**config.mk**
```make
export PLATFORM = sky130hd
export DESIGN_NAME = mop_protection
export DESIGN_NICKNAME = d
export VERILOG_FILES = /design/src/rtl/mop_pkg.sv /design/src/rtl/mop_pin_sync.sv /design/src/rtl/mop_tick.sv /design/src/rtl/mop_protection.sv
export VERILOG_INCLUDE_DIRS = /design/src /design/src/rtl
export SDC_FILE = /design/constraint.sdc
export NUM_CORES = 1
export LEC_CHECK = 0
export BUFFER_PORTS_ARGS = -buffer_cell sky130_fd_sc_hd__buf_2
export CAP_MARGIN = 20
export CORE_MARGIN = 5
export CORE_UTILIZATION = 50
export DETAILED_ROUTE_END_ITERATION = 8
export PLACE_DENSITY = 0.7
export SLEW_MARGIN = 10
export SYNTH_ARGS = -nofsm -noshare
export SYNTH_HDL_FRONTEND = slang
export SYNTH_SLANG_ARGS = --single-unit
export TNS_END_PERCENT = 10
```
**constraint.sdc**
```tcl
create_clock -name clock -period 6.7 [get_ports clock]
set_input_delay 1.34 -clock clock [delete_from_list [all_inputs] [get_ports clock]]
set_output_delay 1.34 -clock clock [all_outputs]
set_load 0.03 [all_outputs]
```
**src/rtl/mop_defines.svh**
```systemverilog
// constants for the motor overload protection block
//
// Contract
// - setting accepts zero to 500 amperes
// - zero setting disables heat accumulator only
// - power or reset input clears heat
// - 85 percent raises alarm and display
// - 100 percent trips with motor overload fault
// - alarm alone never causes a trip
// - alarm terminal codes 8 high, 108 low
// - outside relay input trips with relay fault
// - relay input from terminal coded 7
// - low speed trips earlier, less cooling
`ifndef MOP_DEFINES_SVH
`define MOP_DEFINES_SVH

// register byte offsets
`define MOP_ADDR_SETTING 8'h00
`define MOP_ADDR_OUTFUNC 8'h04
`define MOP_ADDR_INFUNC 8'h08
`define MOP_ADDR_STATUS 8'h0C
`define MOP_ADDR_INTSTAT 8'h10
`define MOP_ADDR_INTMASK 8'h14
`define MOP_ADDR_HEAT 8'h18

// reset values and limits
`define MOP_SETTING_MAX 10'h1F4
`define MOP_SETTING_RST 10'h00A
`define MOP_OUTFUNC_RST 24'h000000
`define MOP_INFUNC_RST 32'h00000000
`define MOP_INTMASK_RST 4'h0

// terminal function codes
`define MOP_CODE_ALARM_POS 8'h08
`define MOP_CODE_ALARM_NEG 8'h6C
`define MOP_CODE_RELAY 8'h07

// heat levels and rates
`define MOP_HEAT_TRIP 24'h100000
`define MOP_HEAT_PRE 24'h0D999A
`define MOP_HEAT_DECAY 24'h000040
`define MOP_GAIN_SHIFT 4
`define MOP_LOW_SPEED 13'h012C

// interrupt status bit positions
`define MOP_INT_PRE 0
`define MOP_INT_MOTOR 1
`define MOP_INT_STAGE 2
`define MOP_INT_RELAY 3

// timing: heat step period
`define MOP_TICK_US 1000
`define MOP_CLK_NS 50
`define MOP_TICK_CYCLES ((`MOP_TICK_US * 1000) / `MOP_CLK_NS)

`endif

```
**src/rtl/mop_pkg.sv**
```systemverilog
// types shared by the motor overload protection files
package mop_pkg;

  // latched fault code
  typedef enum logic [1:0] {
    MOP_NO_FAULT = 2'h0,
    MOP_MOTOR_OVERLOAD_FAULT = 2'h1,
    MOP_POWER_STAGE_OVERLOAD_FAULT = 2'h2,
    MOP_OUTSIDE_RELAY_FAULT = 2'h3
  } mop_fault_t;

  // synchroniser state
  typedef struct packed {
    logic [4:0] ff1;
    logic [4:0] ff2;
    logic [4:0] ff3;
    logic [4:0] level;
  } mop_sync_t;

  // tick generator state
  typedef struct packed {
    logic [15:0] count;
    logic tick;
  } mop_tick_t;

endpackage

```
**src/rtl/mop_pin_sync.sv**
```systemverilog
// three-stage pin synchroniser with agreement filter
`timescale 1ns/1ns
`default_nettype none
module mop_pin_sync (
  // clock and reset
  input wire logic clock,
  input wire logic rst,
  // raw pins
  input wire logic [4:0] pinIn,
  // settled levels
  output logic [4:0] pinLevel
);

  mop_pkg::mop_sync_t s_q; // all state
  mop_pkg::mop_sync_t s_d; // next state

  // shift chain; level follows once stages two and three agree
  always_comb begin
    s_d = s_q;
    s_d.ff1 = pinIn;
    s_d.ff2 = s_q.ff1;
    s_d.ff3 = s_q.ff2;
    for (int i = 0; i < 5; i++) begin
      if (s_q.ff2[i] == s_q.ff3[i]) begin
        s_d.level[i] = s_q.ff3[i];
      end
    end
  end

  // state register
  always_ff @(posedge clock) begin
    if (rst) begin
      s_q <= '0;
    end else begin
      s_q <= s_d;
    end
  end

  assign pinLevel = s_q.level;

endmodule // mop_pin_sync
`default_nettype wire

```
**src/rtl/mop_tick.sv**
```systemverilog
// periodic one-cycle tick for heat stepping
`timescale 1ns/1ns
`default_nettype none
module mop_tick #(
  parameter int CYCLES = 20000
) (
  // clock and reset
  input wire logic clock,
  input wire logic rst,
  // one pulse every CYCLES clocks
  output logic tick
);

  localparam logic [15:0] LAST = 16'(CYCLES - 1); // final count

  mop_pkg::mop_tick_t s_q; // all state
  mop_pkg::mop_tick_t s_d; // next state

  // free-running divider
  always_comb begin
    s_d = s_q;
    s_d.tick = 1'b0;
    if (s_q.count >= LAST) begin
      s_d.count = 16'h0000;
      s_d.tick = 1'b1;
    end else begin
      s_d.count = s_q.count + 16'h0001;
    end
  end

  // state register
  always_ff @(posedge clock) begin
    if (rst) begin
      s_q <= '0;
    end else begin
      s_q <= s_d;
    end
  end

  assign tick = s_q.tick;

endmodule // mop_tick
`default_nettype wire

```
**src/rtl/mop_protection.sv**
```systemverilog
// motor overload protection: heat accumulator, trips, terminals, apb registers
`timescale 1ns/1ns
`default_nettype none
`include "mop_defines.svh"
module mop_protection #(
  parameter int TICK_CYCLES = `MOP_TICK_CYCLES
) (
  // clock and reset
  input wire logic clock,
  input wire logic rst,
  // apb slave
  input wire logic psel,
  input wire logic penable,
  input wire logic pwrite,
  input wire logic [7:0] paddr,
  input wire logic [31:0] pwdata,
  output logic [31:0] prdata,
  output logic pready,
  output logic pslverr,
  // drive measurements, same clock
  input wire logic [9:0] motorCurrent,
  input wire logic [12:0] motorSpeed,
  input wire logic powerStageOverload,
  // pins from outside
  input wire logic [3:0] inTermPin,
  input wire logic resetPin,
  // protection outputs
  output logic motorHeatAlarmOut,
  output logic motorHeatPrealarmDisplay,
  output logic outputShutoff,
  output logic [1:0] faultCode,
  output logic [2:0] outTerm,
  output logic irq
);

  // whole block state
  typedef struct packed {
    logic [9:0] setting;
    logic [2:0][7:0] outCode;
    logic [3:0][7:0] inCode;
    logic [23:0] heat;
    logic alarm;
    logic trip;
    mop_pkg::mop_fault_t fault;
    logic [3:0] intStat;
    logic [3:0] intMask;
    logic [2:0] outTerm;
    logic irq;
    logic [31:0] prdata;
    logic pready;
    logic pslverr;
  } mop_top_t;

  mop_top_t s_q; // registered state
  mop_top_t s_d; // next state

  logic [4:0] pinLevel; // settled pin levels
  logic tick; // heat step strobe
  logic resetIn; // settled reset input
  logic externalRelayTripInput; // relay input from coded terminals
  logic lowSpeed; // reduced cooling region
  logic [9:0] effSetting; // setting after cooling derate

  // pin synchroniser for input terminals and reset pin
  mop_pin_sync mop_pin_sync_i (
    .clock(clock),
    .rst(rst),
    .pinIn({resetPin, inTermPin}),
    .pinLevel(pinLevel)
  );

  // heat step timebase
  mop_tick #(
    .CYCLES(TICK_CYCLES)
  ) mop_tick_i (
    .clock(clock),
    .rst(rst),
    .tick(tick)
  );

  // terminal level for one output terminal
  function automatic logic outLevel(input logic [7:0] code, input logic alarm);
    if (code == `MOP_CODE_ALARM_POS) begin
      outLevel = alarm;
    end else if (code == `MOP_CODE_ALARM_NEG) begin
      outLevel = ~alarm;
    end else begin
      outLevel = 1'b0;
    end
  endfunction

  // true for a mapped register word
  function automatic logic regHit(input logic [7:0] addr);
    case (addr)
      `MOP_ADDR_SETTING, `MOP_ADDR_OUTFUNC, `MOP_ADDR_INFUNC, `MOP_ADDR_STATUS,
      `MOP_ADDR_INTSTAT, `MOP_ADDR_INTMASK, `MOP_ADDR_HEAT: regHit = 1'b1;
      default: regHit = 1'b0;
    endcase
  endfunction

  // one heat step: rise by excess current, else decay, clamp both ends
  function automatic logic [23:0] heatStep(input logic [23:0] heat,
                                           input logic [9:0] current,
                                           input logic [9:0] limit);
    logic [24:0] sum;
    logic [23:0] rise;
    sum = 25'h0000000;
    rise = 24'h000000;
    if (current > limit) begin
      rise = 24'({current - limit, 4'h0});
      sum = {1'b0, heat} + {1'b0, rise};
      if (sum >= {1'b0, `MOP_HEAT_TRIP}) begin
        heatStep = `MOP_HEAT_TRIP;
      end else begin
        heatStep = sum[23:0];
      end
    end else if (heat > `MOP_HEAT_DECAY) begin
      heatStep = heat - `MOP_HEAT_DECAY;
    end else begin
      heatStep = 24'h000000;
    end
  endfunction

  // settled reset pin
  assign resetIn = pinLevel[4];

  // slow running derates the setting by a quarter
  assign lowSpeed = (motorSpeed < `MOP_LOW_SPEED);
  assign effSetting = lowSpeed ? (s_q.setting - {2'b00, s_q.setting[9:2]}) : s_q.setting;

  // relay input is any terminal coded as relay input that is on
  always_comb begin
    externalRelayTripInput = 1'b0;
    for (int i = 0; i < 4; i++) begin
      if (s_q.inCode[i] == `MOP_CODE_RELAY && pinLevel[i]) begin
        externalRelayTripInput = 1'b1;
      end
    end
  end

  // next-state logic for bus, heat, trips and interrupts
  always_comb begin
    logic access;
    logic commit;
    logic [3:0] events;
    logic [3:0] clearBits;
    access = 1'b0;
    commit = 1'b0;
    events = 4'h0;
    clearBits = 4'h0;
    s_d = s_q;
    access = psel & penable;
    commit = access & s_q.pready;
    // apb answer one cycle into the access phase
    s_d.pready = access & ~s_q.pready;
    if (access && !s_q.pready) begin
      s_d.pslverr = ~regHit(paddr);
      case (paddr)
        `MOP_ADDR_SETTING: s_d.prdata = {22'h000000, s_q.setting};
        `MOP_ADDR_OUTFUNC: s_d.prdata = {8'h00, s_q.outCode};
        `MOP_ADDR_INFUNC: s_d.prdata = s_q.inCode;
        `MOP_ADDR_STATUS: s_d.prdata = {26'h0000000, lowSpeed, externalRelayTripInput,
                                        s_q.fault, s_q.trip, s_q.alarm};
        `MOP_ADDR_INTSTAT: s_d.prdata = {28'h0000000, s_q.intStat};
        `MOP_ADDR_INTMASK: s_d.prdata = {28'h0000000, s_q.intMask};
        `MOP_ADDR_HEAT: s_d.prdata = {8'h00, s_q.heat};
        default: s_d.prdata = 32'h00000000;
      endcase
    end else if (!access) begin
      // idle bus shows zero
      s_d.prdata = 32'h00000000;
      s_d.pslverr = 1'b0;
    end
    // writes take effect on the edge that samples pready
    if (commit && pwrite && !s_q.pslverr) begin
      case (paddr)
        `MOP_ADDR_SETTING: begin
          // values above the range clamp to the top
          if (pwdata[31:0] > {22'h000000, `MOP_SETTING_MAX}) begin
            s_d.setting = `MOP_SETTING_MAX;
          end else begin
            s_d.setting = pwdata[9:0];
          end
        end
        `MOP_ADDR_OUTFUNC: s_d.outCode = pwdata[23:0];
        `MOP_ADDR_INFUNC: s_d.inCode = pwdata;
        `MOP_ADDR_INTSTAT: clearBits = pwdata[3:0];
        `MOP_ADDR_INTMASK: s_d.intMask = pwdata[3:0];
        default: s_d.intMask = s_q.intMask;
      endcase
    end
    // heat accumulator and trip logic
    if (resetIn) begin
      // reset input clears heat and releases a latched trip
      s_d.heat = 24'h000000;
      s_d.trip = 1'b0;
      s_d.fault = mop_pkg::MOP_NO_FAULT;
      s_d.alarm = 1'b0;
    end else begin
      if (s_q.setting == 10'h000) begin
        // accumulator off, power-stage check still active
        s_d.heat = 24'h000000;
      end else if (tick) begin
        s_d.heat = heatStep(s_q.heat, motorCurrent, effSetting);
      end
      // alarm at 85 percent; it never trips by itself
      s_d.alarm = (s_q.setting != 10'h000) && (s_q.heat >= `MOP_HEAT_PRE);
      if (!s_q.alarm && s_d.alarm) begin
        events[`MOP_INT_PRE] = 1'b1;
      end
      if (!s_q.trip) begin
        // first cause wins, relay first
        if (externalRelayTripInput) begin
          s_d.trip = 1'b1;
          s_d.fault = mop_pkg::MOP_OUTSIDE_RELAY_FAULT;
          events[`MOP_INT_RELAY] = 1'b1;
        end else if (powerStageOverload) begin
          s_d.trip = 1'b1;
          s_d.fault = mop_pkg::MOP_POWER_STAGE_OVERLOAD_FAULT;
          events[`MOP_INT_STAGE] = 1'b1;
        end else if (s_q.setting != 10'h000 && s_q.heat >= `MOP_HEAT_TRIP) begin
          s_d.trip = 1'b1;
          s_d.fault = mop_pkg::MOP_MOTOR_OVERLOAD_FAULT;
          events[`MOP_INT_MOTOR] = 1'b1;
        end
      end
    end
    // sticky status, a new event wins over a clear in the same cycle
    s_d.intStat = (s_q.intStat & ~clearBits) | events;
    s_d.irq = |(s_d.intStat & s_d.intMask);
    // terminal outputs follow their function codes
    for (int i = 0; i < 3; i++) begin
      s_d.outTerm[i] = outLevel(s_q.outCode[i], s_q.alarm);
    end
  end

  // state register
  always_ff @(posedge clock) begin
    if (rst) begin
      s_q <= '0;
      s_q.setting <= `MOP_SETTING_RST;
      s_q.outCode <= `MOP_OUTFUNC_RST;
      s_q.inCode <= `MOP_INFUNC_RST;
      s_q.intMask <= `MOP_INTMASK_RST;
      s_q.fault <= mop_pkg::MOP_NO_FAULT;
    end else begin
      s_q <= s_d;
    end
  end

  // outputs straight from state flops
  assign prdata = s_q.prdata;
  assign pready = s_q.pready;
  assign pslverr = s_q.pslverr;
  assign motorHeatAlarmOut = s_q.alarm;
  assign motorHeatPrealarmDisplay = s_q.alarm;
  assign outputShutoff = s_q.trip;
  assign faultCode = s_q.fault;
  assign outTerm = s_q.outTerm;
  assign irq = s_q.irq;

  // setting never leaves its range
  chk_setting_range: assert property (
    @(posedge clock) disable iff (rst)
    s_q.setting <= `MOP_SETTING_MAX)
    else $error("overload setting above range");

  // zero setting empties the accumulator next cycle
  chk_zero_disables_heat: assert property (
    @(posedge clock) disable iff (rst)
    (s_q.setting == 10'h000) |=> (s_q.heat == 24'h000000) && !s_q.alarm)
    else $error("heat not held at zero with zero setting");

  // reset input clears heat and trip
  chk_reset_clears: assert property (
    @(posedge clock) disable iff (rst)
    resetIn |=> (s_q.heat == 24'h000000) && !s_q.trip
                && (s_q.fault == mop_pkg::MOP_NO_FAULT))
    else $error("reset input did not clear heat or trip");

  // prealarm follows the 85 percent level one cycle later
  chk_prealarm_level: assert property (
    @(posedge clock) disable iff (rst)
    (!resetIn && s_q.setting != 10'h000 && s_q.heat >= `MOP_HEAT_PRE)
    |=> motorHeatAlarmOut && motorHeatPrealarmDisplay)
    else $error("prealarm missing at 85 percent");

  // full level trips with motor fault when nothing else is pending
  chk_trip_level: assert property (
    @(posedge clock) disable iff (rst)
    (!resetIn && !s_q.trip && s_q.setting != 10'h000 && s_q.heat >= `MOP_HEAT_TRIP
     && !externalRelayTripInput && !powerStageOverload)
    |=> outputShutoff && faultCode == mop_pkg::MOP_MOTOR_OVERLOAD_FAULT)
    else $error("no motor overload trip at full level");

  // alarm below trip level keeps the drive running
  chk_alarm_no_trip: assert property (
    @(posedge clock) disable iff (rst)
    (s_q.alarm && !s_q.trip && s_q.heat < `MOP_HEAT_TRIP
     && !externalRelayTripInput && !powerStageOverload)
    |=> !outputShutoff)
    else $error("alarm alone caused a trip");

  // positive and negative alarm terminal codes
  chk_alarm_terminal: assert property (
    @(posedge clock) disable iff (rst)
    (s_q.outCode[0] == `MOP_CODE_ALARM_POS || s_q.outCode[0] == `MOP_CODE_ALARM_NEG)
    |=> outTerm[0] == ($past(s_q.alarm) ^ ($past(s_q.outCode[0]) == `MOP_CODE_ALARM_NEG)))
    else $error("alarm terminal level wrong");

  // relay input trips with its own fault code
  chk_relay_trip: assert property (
    @(posedge clock) disable iff (rst)
    (!resetIn && !s_q.trip && externalRelayTripInput)
    |=> outputShutoff && faultCode == mop_pkg::MOP_OUTSIDE_RELAY_FAULT)
    else $error("outside relay did not trip");

  // accumulator never passes the trip level
  chk_heat_saturates: assert property (
    @(posedge clock) disable iff (rst)
    s_q.heat <= `MOP_HEAT_TRIP)
    else $error("heat above trip level");

  // heat does not move between ticks
  chk_heat_steps: assert property (
    @(posedge clock) disable iff (rst)
    (!tick && !resetIn && s_q.setting != 10'h000) |=> $stable(s_q.heat))
    else $error("heat changed without a tick");

  // a trip and its code hold until reset input
  chk_trip_latch: assert property (
    @(posedge clock) disable iff (rst)
    (s_q.trip && !resetIn) |=> outputShutoff && $stable(faultCode))
    else $error("trip released without reset");

  // power-stage overload trips even with the accumulator off
  chk_stage_trip: assert property (
    @(posedge clock) disable iff (rst)
    (!resetIn && !s_q.trip && !externalRelayTripInput && powerStageOverload)
    |=> outputShutoff && faultCode == mop_pkg::MOP_POWER_STAGE_OVERLOAD_FAULT)
    else $error("power stage overload did not trip");

  // prealarm rise is recorded even against a clear in the same cycle
  chk_prealarm_sticky: assert property (
    @(posedge clock) disable iff (rst)
    $rose(motorHeatAlarmOut) |-> s_q.intStat[`MOP_INT_PRE])
    else $error("prealarm rise not recorded in status");

endmodule // mop_protection
`default_nettype wire

```
==> flow_summary.yaml <==
outcome:
  outcome: "completed"
layout:
  fin_area_um2: 10400
  multi_input_area_um2: 5320
  drive_gt1_share_pct: 15.9
  regArea_um2: 3460
  nNetsFinal: 1309
  syn2layout_area_growth_pct: 9.77
  fillers: 1752
  num_antenna_cells: 0
timing:
  fin_crit_sh_pct: 93.2
  min_period_ps: 6250
  setup_ws_ps: 452
  slew_viol_final: 0
  fmax_mhz: 160
  worst_pin_slew_ps: 1040
  relSlewSlack_pct: 30.7
  setup_violations: 0
  fin_worst_skew_ps: 9.91
  hold_violations: 0
setup_path:
  crit_arrival_ps: 6570
  crit_required_ps: 7020
  critPathKind: "in2reg"
  critPathMaxFanout: 8
  crit_family: "compound AO/OA/AOI/OAI gates"
  crit_path_max_incr_delay_ps: 570
  path_buf_inv: 2
  end_kind: "flip-flop"
  cp_cell_sequence: "buf_2 -> or4_1 -> a21oi_2 -> nand2b_1 -> a2111oi_1 -> xnor2_1 -> ha_1 -> inv_1 -> nor4_1 -> a2111oi_0 -> o311ai_1 -> ha_1 -> and3_1 -> a221oi_2 -> mux2_1 -> and4_1 -> o2111a_2 -> and4_1 -> o221a_1"
  rr_worst_depth: 22
  slowest_stage: "a2111oi_1"
  cp-start-kind: "input pin"
  path_depth: 19
grt:
  grt_antenna_before_repair: 0
  grt_max_degree: 59
  overflow: 0
  grt_first_pass_wirelength_mm: 40.6
  grt_pass1_vias: 7999
  grt_usage_pct: 22.6
routing:
  viasPerCell: 5.94
  wl_per_cell_um: 17.4
  drtIter0Drc: 784
  vias: 8568
  drc: 0
  wirelength_mm: 25.0
  drtAntennaViolNets: 0
  firstDrtPassIters: 6
power:
  power.total_mw: 2.91
  peakVddDrop_uv: 152
  cellLeakagePower_nw: 3.93
  p_per_area_nw_per_um2: 281
floorplanning:
  row_count: 50
  fp.dieH_um: 148
  dieArea_um2: 21800
  coreArea_um2: 18600
  initial_utilization_pct: 50.7
  die_x_um: 148
  io_pins: 117
placement:
  post_dp_cell_area_um2: 9820
  gp_congestion: 0.893
  numPortBuffers: 114
  hpwl_mm: 18.6
  dp_slack_ps: 32.5
clocking:
  clock-root-buffer: "clkbuf_16"
  hold_buffers: 0
  numClockSinks: 173
  clk_latency_ps: 430
  cts_tree: "done"
  cts_max_level: 4
  post_cts_buffers: 0
  max-clock-path-buffers: 2
  clkSlewWorstSetupHoldPaths_ps: 60
  cts_buffers: 17
logic_synthesis:
  synth_top_flop_cell: "dfxtp_1"
  synth_edf_count: 0
  synth_compound_area_share_pct: 23.1
  yosysSeqAreaShare_pct: 36.6
  synthMuxAreaShare_pct: 1.30
  synth-simple-area-share_pct: 23.2
  syn_inst: 1162
  yosys_warnings: 0
  synth_xor_area_share_pct: 3.24
  synth_area_um2: 9460
  synth_top_family_by_area: "simple AND/OR/NAND/NOR gates"
  synth_area_per_cell_um2: 8.14
  synth_seq_cells: 173
  synth_adder_area_share_pct: 5.26
  ys_types: 84
  async_flop_share_pct: 0
  syn_nets: 1274
worst_hold_path:
  hold_class: "reg2reg"
  hold_depth: 1
job:
  maxCapViolCount: 0
[metal layers]
layer  GRT usage (%)  wire length (um)
met1            32.1             11700
met4            5.55               455
met2            35.4             11000
met5               0                 0
met3            4.63              1850
[cells by family (layout without fill, tap and decap cells)]
kind of cell,after synthesis,after routing
AO/OA/AOI/OAI,326,326
multiplexers,12,12
flip-flops,173,173
buffers and inverters,136,182
AND/OR/NAND/NOR,441,441
XOR/XNOR,35,35
adder cells (fa/ha/maj),38,38
other,1,1
[what timing repair did]
| action | 4_1_cts | 5_1_grt |
|---|---|---|
| setup endpoints to repair | 0 | 12 |
| resized for setup | 0 | 3 |
| endpoints found under the hold margin | 0 | 0 |
[registers in the layout, indices dropped and copies added (netlist names)]
signal / flops
pready: 1
pslverr: 1
irq: 1
mop_pin_sync_i.s_d: 10
s_q: 94
prdata: 32
mop_pin_sync_i.s_q: 5
mop_pin_sync_i.pinLevel: 5
outTerm: 3
faultCode: 2
outputShutoff: 1
mop_tick_i.tick: 1
motorHeatAlarmOut: 1
mop_tick_i.s_q: 16
[path summary, 6_finish.rpt]
path	slack, ps	from	endpoint
setup / recovery	450	motorSpeed[12]	s_q[56]
hold / removal	440	mop_pin_sync_i.s_d[14]	mop_pin_sync_i.s_d[9]
setup reg to reg	730	s_q[133]	s_q[56]
hold reg to reg	440	mop_pin_sync_i.s_d[14]	mop_pin_sync_i.s_d[9]
[cells in the mapped netlist (9+ instances only)]
library cell    n  area (um^2)
a211oi_1       12         90.1
a21o_1         15          113
a21oi_1       105          526
a22o_1         25          219
a22oi_1        18          135
a31oi_1         9         56.3
buf_2          15         75.1
buf_4          38          285
clkbuf_1       50          188
dfxtp_1       173         3460
ha_1           35          438
inv_1          30          113
mux2i_1        10          100
nand2_1       193          724
nand3_1        17         85.1
nand4_1        17          106
nor2_1         82          308
nor2b_1        23          144
nor3_1         19         95.1
nor4_1         22          138
o21ai_0        37          185
o21ai_1        15         75.1
o31ai_1        11         82.6
xnor2_1        19          166
xor2_1         16          140
[cell usage in the layout, fill, tap and decap left out, types with 5 or more instances in the layout]
cell type	synthesis	routed
a2111oi_0	6	5
and3_1	5	5
dfxtp_1	173	173
ha_1	35	35
or2_2	8	8
a22oi_1	18	18
o21ai_0	37	37
o21ai_1	15	15
o22ai_1	7	7
a31oi_1	9	9
clkbuf_16	0	17
nor2_1	82	82
nand2_1	193	193
a21o_1	15	15
a21oi_1	105	105
nor4_1	22	22
a32oi_1	7	7
and3b_1	6	6
a211oi_1	12	12
and2_1	8	8
nand2b_1	5	5
nor2b_1	23	23
nand4_1	17	17
nand3_1	17	17
mux2i_1	10	10
buf_2	15	113
o31ai_1	11	11
xnor2_1	19	19
nor3_1	19	19
a22o_1	25	25
nand4b_1	5	5
o32ai_1	5	5
a221oi_1	8	8
inv_1	30	30
xor2_1	16	16
o211ai_1	5	5
buf_4	38	8
or4b_2	6	6
[power by group]
part	internal [mW]	switching (mW)	leakage [nW]	total, mW
Combinational	0.308	0.480	2.26	0.788
Clock	0.521	0.418	0.266	0.938
Sequential	1.08	0.113	1.40	1.19
Total	1.90	1.01	3.93	2.91
[through the flow]
stage	utilization [%]	hold slack [ps]	std cells	TNS (ps)
finish	55.7	443	1442	0
floorplan	-	414	1162	0
detailed placement	52.7	432	1412	0
global placement	52.6	425	1411	0
CTS	55.7	450	1442	0
global route	55.7	464	1442	-575
[layout make-up]
cell class,instances,share of cell area (%)
flip-flops and latches,173,33.3
clock inverters,12,1.10
well taps,234,2.82
inverters,30,1.08
multi-input cells,853,51.3
clock buffers,18,4.23
repair buffers,122,6.17
Note: power is estimated with default switching activity, not from simulation.
